### src/core/tco_defs.svh
// register indices, field positions, reset values and timing counts for the compare override timer
`ifndef TCO_DEFS_SVH
`define TCO_DEFS_SVH

// register indices: byte address is four times the index
`define TCO_IDX_MODE      6'h00
`define TCO_IDX_OVR_MASK  6'h02
`define TCO_IDX_OVR_DATA  6'h03
`define TCO_IDX_CNT_HI    6'h04
`define TCO_IDX_CNT_LO    6'h05
`define TCO_IDX_SC1       6'h06
`define TCO_IDX_OVT       6'h07
`define TCO_IDX_OCTL_HI   6'h08
`define TCO_IDX_OCTL_LO   6'h09
`define TCO_IDX_SC2       6'h0D
`define TCO_IDX_CHV_FIRST 6'h10
`define TCO_IDX_CHV_LAST  6'h1F
`define TCO_IDX_ACC_HI    6'h22
`define TCO_IDX_ACC_LO    6'h23
`define TCO_IDX_DISC      6'h2C
`define TCO_IDX_PPS       6'h2E

// system control one field positions
`define TCO_SC1_ON   7
`define TCO_SC1_WAIT 6
`define TCO_SC1_FRZ  5
`define TCO_SC1_FFC  4
`define TCO_SC1_PREC 3

// reset values
`define TCO_RST_BYTE  8'h00
`define TCO_RST_COUNT 16'h0000

// fixed accumulator clock division
`define TCO_ACC_DIV   7'h40

`endif

### src/core/tco_pkg.sv
// types and output action decode for the compare override timer
package tco_pkg;

  typedef enum logic [1:0] {
    TCO_ACT_NONE   = 2'b00,
    TCO_ACT_TOGGLE = 2'b01,
    TCO_ACT_LOW    = 2'b10,
    TCO_ACT_HIGH   = 2'b11
  } tco_act_t;

  typedef enum logic [1:0] {
    TCO_RESP_OKAY   = 2'b00,
    TCO_RESP_SLVERR = 2'b10
  } tco_resp_t;

  // next pin level for a mode/level pair
  function automatic logic tco_apply(input tco_act_t act, input logic cur);
    logic nxt;
    nxt = cur;
    unique case (act)
      TCO_ACT_NONE:   nxt = cur;
      TCO_ACT_TOGGLE: nxt = ~cur;
      TCO_ACT_LOW:    nxt = 1'b0;
      TCO_ACT_HIGH:   nxt = 1'b1;
    endcase
    return nxt;
  endfunction

endpackage

### src/core/tco_presc_if.sv
// carrier between the timer core and its prescaler
`timescale 1ns/10ps
interface tco_presc_if;
  logic       active;
  logic       prec_sel;
  logic [2:0] legacy_bits;
  logic [7:0] prec_value;
  logic       tick;
  logic       div64;

  modport ctl   (output active, output prec_sel, output legacy_bits, output prec_value,
                 input tick, input div64);
  modport presc (input active, input prec_sel, input legacy_bits, input prec_value,
                 output tick, output div64);
endinterface

### src/core/tco_timer.sv
// compare override, main counter and system control of the eight channel timer
`timescale 1ns/10ps
`include "tco_defs.svh"
module tco_timer
  import tco_pkg::*;
#(
  parameter bit CHANNEL7_PRESENT = 1'b1
)
(
  input  wire logic        SYS_CLK,
  input  wire logic        RST,
  input  wire logic [7:0]  S_AXI_AWADDR,
  input  wire logic        S_AXI_AWVALID,
  output logic             S_AXI_AWREADY,
  input  wire logic [31:0] S_AXI_WDATA,
  input  wire logic [3:0]  S_AXI_WSTRB,
  input  wire logic        S_AXI_WVALID,
  output logic             S_AXI_WREADY,
  output logic [1:0]       S_AXI_BRESP,
  output logic             S_AXI_BVALID,
  input  wire logic        S_AXI_BREADY,
  input  wire logic [7:0]  S_AXI_ARADDR,
  input  wire logic        S_AXI_ARVALID,
  output logic             S_AXI_ARREADY,
  output logic [31:0]      S_AXI_RDATA,
  output logic [1:0]       S_AXI_RRESP,
  output logic             S_AXI_RVALID,
  input  wire logic        S_AXI_RREADY,
  input  wire logic        WAIT_MODE,
  input  wire logic        FREEZE_MODE,
  input  wire logic        SPECIAL_MODE,
  input  wire logic [7:0]  CHAN_MATCH,
  input  wire logic [7:0]  CHAN_FORCE,
  output logic [7:0]       TIMER_PORT,
  output logic [7:0]       TIMER_PORT_OE,
  output logic [15:0]      COUNT_VALUE,
  output logic             OVERFLOW_EVENT,
  output logic             PRESCALE_TICK,
  output logic             ACCUM_CLK_DIV64,
  output logic             ACCUM_RUN,
  output logic [7:0]       CHAN_FLAG_CLR,
  output logic             OVF_FLAG_CLR,
  output logic             ACCUM_FLAG_CLR
);

  ////////////////////////////////////////////////////////////////////////////
  // registers

  logic [7:0]  chan_mode_q;
  logic [7:0]  ovr_mask_q;
  logic [7:0]  ovr_data_q;
  logic [15:0] cnt_q;
  logic [4:0]  sc1_q;
  logic        prec_done_q;
  logic [7:0]  ovt_q;
  logic [15:0] octl_q;
  logic [2:0]  legacy_q;
  logic [7:0]  disc_q;
  logic [7:0]  pps_q;
  logic [7:0]  port_q;

  logic        timer_on;
  logic        wait_stop;
  logic        freeze_stop;
  logic        fast_clear;
  logic        prec_sel;

  assign timer_on    = sc1_q[4];
  assign wait_stop   = sc1_q[3];
  assign freeze_stop = sc1_q[2];
  assign fast_clear  = sc1_q[1];
  assign prec_sel    = sc1_q[0];

  ////////////////////////////////////////////////////////////////////////////
  // bus slave state

  logic        aw_have_q;
  logic        w_have_q;
  logic [5:0]  aw_idx_q;
  logic [31:0] wdata_q;
  logic [3:0]  wstrb_q;
  logic        bvalid_q;
  tco_resp_t   bresp_q;
  logic        rvalid_q;
  tco_resp_t   rresp_q;
  logic [31:0] rdata_q;

  logic        wr_fire;
  logic        rd_fire;
  logic        wr_lane0;
  logic [5:0]  rd_idx;
  logic        rd_hit;
  logic [7:0]  rd_byte;
  logic        wr_hit;

  assign S_AXI_AWREADY = !aw_have_q && !bvalid_q;
  assign S_AXI_WREADY  = !w_have_q && !bvalid_q;
  assign S_AXI_ARREADY = !rvalid_q;
  assign S_AXI_BVALID  = bvalid_q;
  assign S_AXI_BRESP   = bresp_q;
  assign S_AXI_RVALID  = rvalid_q;
  assign S_AXI_RRESP   = rresp_q;
  assign S_AXI_RDATA   = rdata_q;

  assign wr_fire  = aw_have_q && w_have_q;
  assign rd_fire  = S_AXI_ARVALID && !rvalid_q;
  assign wr_lane0 = wr_fire && wstrb_q[0];
  assign rd_idx   = S_AXI_ARADDR[7:2];

  // index decode shared by read and write paths
  function automatic logic idx_mapped(input logic [5:0] idx);
    logic hit;
    hit = 1'b0;
    unique case (idx)
      `TCO_IDX_MODE, `TCO_IDX_OVR_MASK, `TCO_IDX_OVR_DATA, `TCO_IDX_CNT_HI,
      `TCO_IDX_CNT_LO, `TCO_IDX_SC1, `TCO_IDX_OVT, `TCO_IDX_OCTL_HI,
      `TCO_IDX_OCTL_LO, `TCO_IDX_SC2, `TCO_IDX_ACC_HI, `TCO_IDX_ACC_LO,
      `TCO_IDX_DISC, `TCO_IDX_PPS: hit = 1'b1;
      default: hit = (idx >= `TCO_IDX_CHV_FIRST) && (idx <= `TCO_IDX_CHV_LAST);
    endcase
    return hit;
  endfunction

  assign rd_hit = idx_mapped(rd_idx);
  assign wr_hit = idx_mapped(aw_idx_q);

  // write address and data captured in either order
  always_ff @(posedge SYS_CLK) begin
    if (RST) begin
      aw_have_q <= 1'b0;
      w_have_q  <= 1'b0;
      aw_idx_q  <= 6'h00;
      wdata_q   <= 32'h0000_0000;
      wstrb_q   <= 4'h0;
    end else begin
      if (S_AXI_AWVALID && S_AXI_AWREADY) begin
        aw_have_q <= 1'b1;
        aw_idx_q  <= S_AXI_AWADDR[7:2];
      end else if (wr_fire) begin
        aw_have_q <= 1'b0;
      end
      if (S_AXI_WVALID && S_AXI_WREADY) begin
        w_have_q <= 1'b1;
        wdata_q  <= S_AXI_WDATA;
        wstrb_q  <= S_AXI_WSTRB;
      end else if (wr_fire) begin
        w_have_q <= 1'b0;
      end
    end
  end

  // write response once both halves are in
  always_ff @(posedge SYS_CLK) begin
    if (RST) begin
      bvalid_q <= 1'b0;
      bresp_q  <= TCO_RESP_OKAY;
    end else if (wr_fire) begin
      bvalid_q <= 1'b1;
      bresp_q  <= wr_hit ? TCO_RESP_OKAY : TCO_RESP_SLVERR;
    end else if (S_AXI_BREADY) begin
      bvalid_q <= 1'b0;
    end
  end

  // read byte mux, unused bits read zero
  always_comb begin
    rd_byte = 8'h00;
    unique case (rd_idx)
      `TCO_IDX_MODE:     rd_byte = chan_mode_q;
      `TCO_IDX_OVR_MASK: rd_byte = ovr_mask_q;
      `TCO_IDX_OVR_DATA: rd_byte = ovr_data_q;
      `TCO_IDX_CNT_HI:   rd_byte = cnt_q[15:8];
      `TCO_IDX_CNT_LO:   rd_byte = cnt_q[7:0];
      `TCO_IDX_SC1:      rd_byte = {sc1_q, 3'b000};
      `TCO_IDX_OVT:      rd_byte = ovt_q;
      `TCO_IDX_OCTL_HI:  rd_byte = octl_q[15:8];
      `TCO_IDX_OCTL_LO:  rd_byte = octl_q[7:0];
      `TCO_IDX_SC2:      rd_byte = {5'h00, legacy_q};
      `TCO_IDX_DISC:     rd_byte = disc_q;
      `TCO_IDX_PPS:      rd_byte = pps_q;
      default:           rd_byte = 8'h00;
    endcase
  end

  // read answer registered one cycle after address
  always_ff @(posedge SYS_CLK) begin
    if (RST) begin
      rvalid_q <= 1'b0;
      rresp_q  <= TCO_RESP_OKAY;
      rdata_q  <= 32'h0000_0000;
    end else if (rd_fire) begin
      rvalid_q <= 1'b1;
      rresp_q  <= rd_hit ? TCO_RESP_OKAY : TCO_RESP_SLVERR;
      rdata_q  <= {24'h00_0000, rd_byte};
    end else if (S_AXI_RREADY) begin
      rvalid_q <= 1'b0;
    end
  end

  ////////////////////////////////////////////////////////////////////////////
  // control registers

  // plain read/write configuration bytes
  always_ff @(posedge SYS_CLK) begin
    if (RST) begin
      chan_mode_q <= `TCO_RST_BYTE;
      ovr_mask_q  <= `TCO_RST_BYTE;
      ovr_data_q  <= `TCO_RST_BYTE;
      ovt_q       <= `TCO_RST_BYTE;
      octl_q      <= {`TCO_RST_BYTE, `TCO_RST_BYTE};
      legacy_q    <= 3'b000;
      disc_q      <= `TCO_RST_BYTE;
      pps_q       <= `TCO_RST_BYTE;
    end else if (wr_lane0) begin
      unique case (aw_idx_q)
        `TCO_IDX_MODE:     chan_mode_q  <= wdata_q[7:0];
        `TCO_IDX_OVR_MASK: ovr_mask_q   <= wdata_q[7:0];
        `TCO_IDX_OVR_DATA: ovr_data_q   <= wdata_q[7:0];
        `TCO_IDX_OVT:      ovt_q        <= wdata_q[7:0];
        `TCO_IDX_OCTL_HI:  octl_q[15:8] <= wdata_q[7:0];
        `TCO_IDX_OCTL_LO:  octl_q[7:0]  <= wdata_q[7:0];
        `TCO_IDX_SC2:      legacy_q     <= wdata_q[2:0];
        `TCO_IDX_DISC:     disc_q       <= wdata_q[7:0];
        `TCO_IDX_PPS:      pps_q        <= wdata_q[7:0];
        default:           chan_mode_q  <= chan_mode_q;
      endcase
    end
  end

  // system control one, precision select taken only once
  always_ff @(posedge SYS_CLK) begin
    if (RST) begin
      sc1_q       <= 5'b00000;
      prec_done_q <= 1'b0;
    end else if (wr_lane0 && aw_idx_q == `TCO_IDX_SC1) begin
      sc1_q[4:1]  <= {wdata_q[`TCO_SC1_ON], wdata_q[`TCO_SC1_WAIT],
                      wdata_q[`TCO_SC1_FRZ], wdata_q[`TCO_SC1_FFC]};
      prec_done_q <= 1'b1;
      if (!prec_done_q) begin
        sc1_q[0] <= wdata_q[`TCO_SC1_PREC];
      end
    end
  end

  ////////////////////////////////////////////////////////////////////////////
  // prescaler and run conditions

  tco_presc_if pif ();

  logic active;
  logic cnt_run;
  logic ovf_now;

  assign active  = timer_on && !(wait_stop && WAIT_MODE);
  assign cnt_run = active && !(freeze_stop && FREEZE_MODE);

  assign pif.active      = active;
  assign pif.prec_sel    = prec_sel;
  assign pif.legacy_bits = legacy_q;
  assign pif.prec_value  = pps_q;

  tco_prescaler u_presc (
    .clk (SYS_CLK),
    .rst (RST),
    .pif (pif)
  );

  assign ovf_now = cnt_run && pif.tick && (cnt_q == 16'hFFFF);

  ////////////////////////////////////////////////////////////////////////////
  // main counter

  // sixteen bit up count, special mode writes leave prescaler phase alone
  always_ff @(posedge SYS_CLK) begin
    if (RST) begin
      cnt_q <= `TCO_RST_COUNT;
    end else if (wr_lane0 && SPECIAL_MODE && aw_idx_q == `TCO_IDX_CNT_HI) begin
      cnt_q[15:8] <= wdata_q[7:0];
    end else if (wr_lane0 && SPECIAL_MODE && aw_idx_q == `TCO_IDX_CNT_LO) begin
      cnt_q[7:0] <= wdata_q[7:0];
    end else if (cnt_run && pif.tick) begin
      cnt_q <= cnt_q + 16'h0001;
    end
  end

  // registered status outputs
  always_ff @(posedge SYS_CLK) begin
    if (RST) begin
      OVERFLOW_EVENT  <= 1'b0;
      PRESCALE_TICK   <= 1'b0;
      ACCUM_CLK_DIV64 <= 1'b0;
      ACCUM_RUN       <= 1'b0;
    end else begin
      OVERFLOW_EVENT  <= ovf_now;
      PRESCALE_TICK   <= cnt_run && pif.tick;
      ACCUM_CLK_DIV64 <= pif.div64;
      ACCUM_RUN       <= active;
    end
  end

  assign COUNT_VALUE = cnt_q;

  ////////////////////////////////////////////////////////////////////////////
  // fast flag clearing

  logic       wr_chv;
  logic       rd_chv;
  logic [2:0] wr_ch;
  logic [2:0] rd_ch;

  assign wr_chv = wr_fire && aw_idx_q >= `TCO_IDX_CHV_FIRST && aw_idx_q <= `TCO_IDX_CHV_LAST;
  assign rd_chv = rd_fire && rd_idx >= `TCO_IDX_CHV_FIRST && rd_idx <= `TCO_IDX_CHV_LAST;
  assign wr_ch  = aw_idx_q[3:1];
  assign rd_ch  = rd_idx[3:1];

  // one-cycle clear pulses on qualifying accesses
  always_ff @(posedge SYS_CLK) begin
    if (RST) begin
      CHAN_FLAG_CLR  <= 8'h00;
      OVF_FLAG_CLR   <= 1'b0;
      ACCUM_FLAG_CLR <= 1'b0;
    end else begin
      for (int i = 0; i < 8; i++) begin
        CHAN_FLAG_CLR[i] <= fast_clear &&
          ((wr_chv && wr_ch == 3'(i) && chan_mode_q[i]) ||
           (rd_chv && rd_ch == 3'(i) && !chan_mode_q[i]));
      end
      OVF_FLAG_CLR <= fast_clear &&
        ((wr_fire && (aw_idx_q == `TCO_IDX_CNT_HI || aw_idx_q == `TCO_IDX_CNT_LO)) ||
         (rd_fire && (rd_idx == `TCO_IDX_CNT_HI || rd_idx == `TCO_IDX_CNT_LO)));
      ACCUM_FLAG_CLR <= fast_clear && CHANNEL7_PRESENT &&
        ((wr_fire && (aw_idx_q == `TCO_IDX_ACC_HI || aw_idx_q == `TCO_IDX_ACC_LO)) ||
         (rd_fire && (rd_idx == `TCO_IDX_ACC_HI || rd_idx == `TCO_IDX_ACC_LO)));
    end
  end

  ////////////////////////////////////////////////////////////////////////////
  // output compare actions per channel

  logic ch7_event;

  assign ch7_event = (ovf_now && ovt_q[7]) || CHAN_MATCH[7];

  genvar g;
  generate
    for (g = 0; g < 8; g++) begin : g_chan
      tco_act_t act;
      logic     drive_ok;

      assign act      = tco_act_t'(octl_q[2*g+1:2*g]);
      assign drive_ok = chan_mode_q[g] && !disc_q[g];

      // override, then overflow toggle, then force, then own match
      always_ff @(posedge SYS_CLK) begin
        if (RST) begin
          port_q[g] <= 1'b0;
        end else if (chan_mode_q[g]) begin
          if (ch7_event && ovr_mask_q[g]) begin
            port_q[g] <= ovr_data_q[g];
          end else if (ovf_now && ovt_q[g]) begin
            port_q[g] <= ~port_q[g];
          end else if (CHAN_FORCE[g]) begin
            port_q[g] <= tco_apply(act, port_q[g]);
          end else if (CHAN_MATCH[g]) begin
            port_q[g] <= tco_apply(act, port_q[g]);
          end
        end
      end

      assign TIMER_PORT_OE[g] = drive_ok && (ovr_mask_q[g] || act != TCO_ACT_NONE || ovt_q[g]);
    end
  endgenerate

  assign TIMER_PORT = port_q;

endmodule

### src/core/tco_prescaler.sv
// counter prescaler and fixed divide-by-64 accumulator clock
`timescale 1ns/10ps
`include "tco_defs.svh"
module tco_prescaler
  import tco_pkg::*;
(
  input  wire logic   clk,
  input  wire logic   rst,
  tco_presc_if.presc  pif
);

  logic [7:0] div_q;
  logic [7:0] limit;
  logic [5:0] acc_q;

  // division limit: legacy power of two or full precision byte
  always_comb begin
    if (pif.prec_sel) begin
      limit = pif.prec_value;
    end else begin
      limit = 8'((8'h01 << pif.legacy_bits) - 8'h01);
    end
  end

  // prescale divider, cleared to zero while the timer is inactive
  always_ff @(posedge clk) begin
    if (rst || !pif.active) begin
      div_q <= 8'h00;
    end else if (div_q >= limit) begin
      div_q <= 8'h00;
    end else begin
      div_q <= div_q + 8'h01;
    end
  end

  assign pif.tick = pif.active && (div_q >= limit);

  // divide-by-64 for the pulse accumulator, absent when inactive
  always_ff @(posedge clk) begin
    if (rst || !pif.active) begin
      acc_q <= 6'h00;
    end else begin
      acc_q <= acc_q + 6'h01;
    end
  end

  assign pif.div64 = pif.active && (acc_q == 6'(`TCO_ACC_DIV - 7'h01));

endmodule

### config.mk
export PLATFORM = sky130hd
export DESIGN_NAME = tco_timer
export DESIGN_NICKNAME = d
export VERILOG_FILES = /design/src/core/tco_pkg.sv /design/src/core/tco_presc_if.sv /design/src/core/tco_timer.sv /design/src/core/tco_prescaler.sv
export VERILOG_INCLUDE_DIRS = /design/src /design/src/core
export SDC_FILE = /design/constraint.sdc
export NUM_CORES = 1
export LEC_CHECK = 0
export ABC_AREA = 1
export BUFFER_PORTS_ARGS = -buffer_cell sky130_fd_sc_hd__buf_4
export CORE_ASPECT_RATIO = 1.1
export CORE_MARGIN = 2
export CORE_UTILIZATION = 30
export DETAILED_ROUTE_END_ITERATION = 10
export PLACE_DENSITY = 0.49
export SYNTH_ARGS = -nofsm -noshare
export SYNTH_HDL_FRONTEND = slang
export SYNTH_HIERARCHICAL = 1
export SYNTH_SLANG_ARGS = --single-unit
### constraint.sdc
create_clock -name SYS_CLK -period 8.1 [get_ports SYS_CLK]
set_input_delay 2.025 -clock SYS_CLK [delete_from_list [all_inputs] [get_ports SYS_CLK]]
set_output_delay 2.025 -clock SYS_CLK [all_outputs]
set_load 0.03 [all_outputs]
==> metrics.txt <==
Die W=161 um; Final Total Pwr=1.74 mW; final setup TNS=0 ns; Tot GR Track Use=0.204; CP cell instances=nor4_1, nor3_1, buf_4; DR pass1 iterations=5; Cells after Synth=1193; reg2reg start=sc1_q[0]; Via Count=8019; # hold bufs at CTS=0; Pins Over Slew Limit=0; Final Skew=0.0144 ns; post-synth top area cell=dfxtp_1; Finished Cell Area=0.00974 mm^2; top-area cell type share of the netlist area=0.378; Layout Nets=1374; largest net degree at the start of global routing=61; prevailing post-synth register cell=dfxtp_1; total CTS buffers=17; CTS clk-pin slew, worst paths=0.07 ns; Antenna diodes=0; DR iter-0 viols=571; CTS HTree Levels=4; Fill cells=2895; Reg2Reg Setup Slack=4.91 ns; r2r worst-path depth=21; GR Overflow Total=0; Avg Inst Size Synth=6.84 um^2; number of synthesized register bits=154; outcome=complete, no violations; crit path capture=TIMER_PORT_OE[5]; # DRC=0; RSZ-0062 raised after global routing=no; DRT antenna net count=0; vias in the first global route=7447; CP peak stage delay=0.75 ns; critical path depth=3; post-CTS setup buffers=0; Ys Warns=6; first-pass GRT wire length=43.9 mm; Post-synth ARST share=0; part of the Yosys area used for sequential elements=0.378; die span in y=177 um; Final Setup Violations=0; worst endpoint data arrival time=1.92 ns; delay-heaviest family, CP=simple AND/OR/NAND/NOR gates; critical path type=reg -> out; fmax=254 MHz; Core ar.=0.0269 mm^2; Worst Setup Start Kind=flop; Sink Count=154; WHS=0.449 ns; CP bufs+invs=1; WL final=28.9 mm; GPL Wtd Cong=0.971; CP startpoint=octl_q[10]; initial antenna violation count=0; vias per cell=4.85; cell area after synthesis=0.00817 mm^2; CP max stage cell=nor4_1; CP max FO=5; dpl hpwl=21.8 mm; dpl cell area=0.00915 mm^2; Max Cap Violations=0; Lkg Pwr=4.05 nW; Final period util=0.487; PortBufs=107; Post-synth EDFFs=0; die area=0.0286 mm^2; Data required, critical path=6.08 ns; post-CTS sizing=0; CTS tree=built; Slew @ Worst Pin=1.11 ns; Max Root-Sink Buffers=2; Peak VDD IR=0.0000938 V; Cell Rows=63; final hold vios=0; Final Util=0.362; post-synth cell types=47; worst r2r dst=TIMER_PORT[0]; HP Start=u_presc/acc_q[0]; crit path capture type=output port; share of cells above drive strength 1=0.154; worst hold path class=reg -> reg; relative slew slack=0.256; Routed WL per cell=17.5 um; starting density of the core=0.304; pwr/cell area=178 mW/mm^2; Min Clock Period, post-route=3.94 ns; root buffer cell=clkbuf_16; Synth area leaders=dfxtp_1 38%, nand2_1 12%, a21oi_1 7.0%, o21ai_0 6.5%, nor2_1 5.6%; Worst-Skew Late Latency=0.43 ns; Area Overhead vs Synth=19.3%; Ports=165
==> kinds of logic (layout without fill, tap and decap cells) <==
family | Yosys count | count (layout) | share of synthesized area
AND/OR/NAND/NOR | 528 | 528 | 0.290
AO/OA/AOI/OAI | 289 | 289 | 0.191
buffers and inverters | 194 | 271 | 0.107
flip-flops | 154 | 154 | 0.378
XOR/XNOR | 16 | 16 | 0.0172
adder cells (fa/ha/maj) | 11 | 11 | 0.0169
other | 1 | 26 | 0.000459
==> Yosys cell counts, drive strengths merged (4+ instances only) <==
master / number
a211oi: 16
a21oi: 116
a31oi: 8
buf: 41
clkbuf: 19
dfxtp: 154
ha: 11
inv: 132
nand2: 276
nand3: 65
nand4: 6
nor2: 140
nor3: 29
nor4: 9
o211ai: 4
o21ai: 118
o22ai: 20
xnor2: 4
xor2: 12
==> area by class of cell <==
type	instances	area, um^2	area share
clock inverters	8	120	0.0123
clock buffers	21	470	0.0483
well taps	357	447	0.0459
repair buffers	108	811	0.0833
flip-flops and latches	154	3080	0.317
inverters	134	503	0.0517
multi-input cells	870	4300	0.442
==> power by group <==
group	switching, mW	internal [mW]
sequential	0.0183	0.767
clock	0.324	0.503
combinational	0.0920	0.0337
==> layer usage <==
metal | up-vias | GRT usage | part of all wire
met5 | - | 0 | 0
met3 | 35 | 0.0373 | 0.056
met2 | 233 | 0.328 | 0.46
li1 | 4066 | - | -
met4 | 0 | 0.0647 | 0.023
met1 | 3685 | 0.276 | 0.46
==> how the worst min path moves through the flow <==
stage,endpoint,cells after the start
global route,u_presc/acc_q[0],1
CTS,u_presc/acc_q[0],1
global placement,u_presc/acc_q[0],1
finish,u_presc/acc_q[0],1
floorplan,u_presc/acc_q[0],1
detailed placement,u_presc/acc_q[0],1
==> cells in the final DEF, fill, tap and decap left out, types with 12 or more instances in the layout <==
master / instances
dfxtp_1: 154
nand3_1: 62
o22ai_1: 20
inv_2: 20
o21ai_0: 106
xor2_1: 12
conb_1: 26
nand2_1: 262
nor2_1: 122
a211oi_1: 16
nor2_2: 13
nor3_1: 23
inv_1: 112
buf_4: 108
clkbuf_16: 17
o21ai_1: 12
a21oi_1: 114
==> metrics by stage <==
| step | instances | setup slack [ns] |
|---|---|---|
| final | 1652 | 4.16 |
| after global routing | 1652 | 4.19 |
| after CTS | 1652 | 4.26 |
| after detailed placement | 1623 | 3.94 |
| after global placement | 1623 | 3.96 |
| after floorplan | 1218 | 4.48 |
Note: power is estimated with default switching activity, not from simulation.
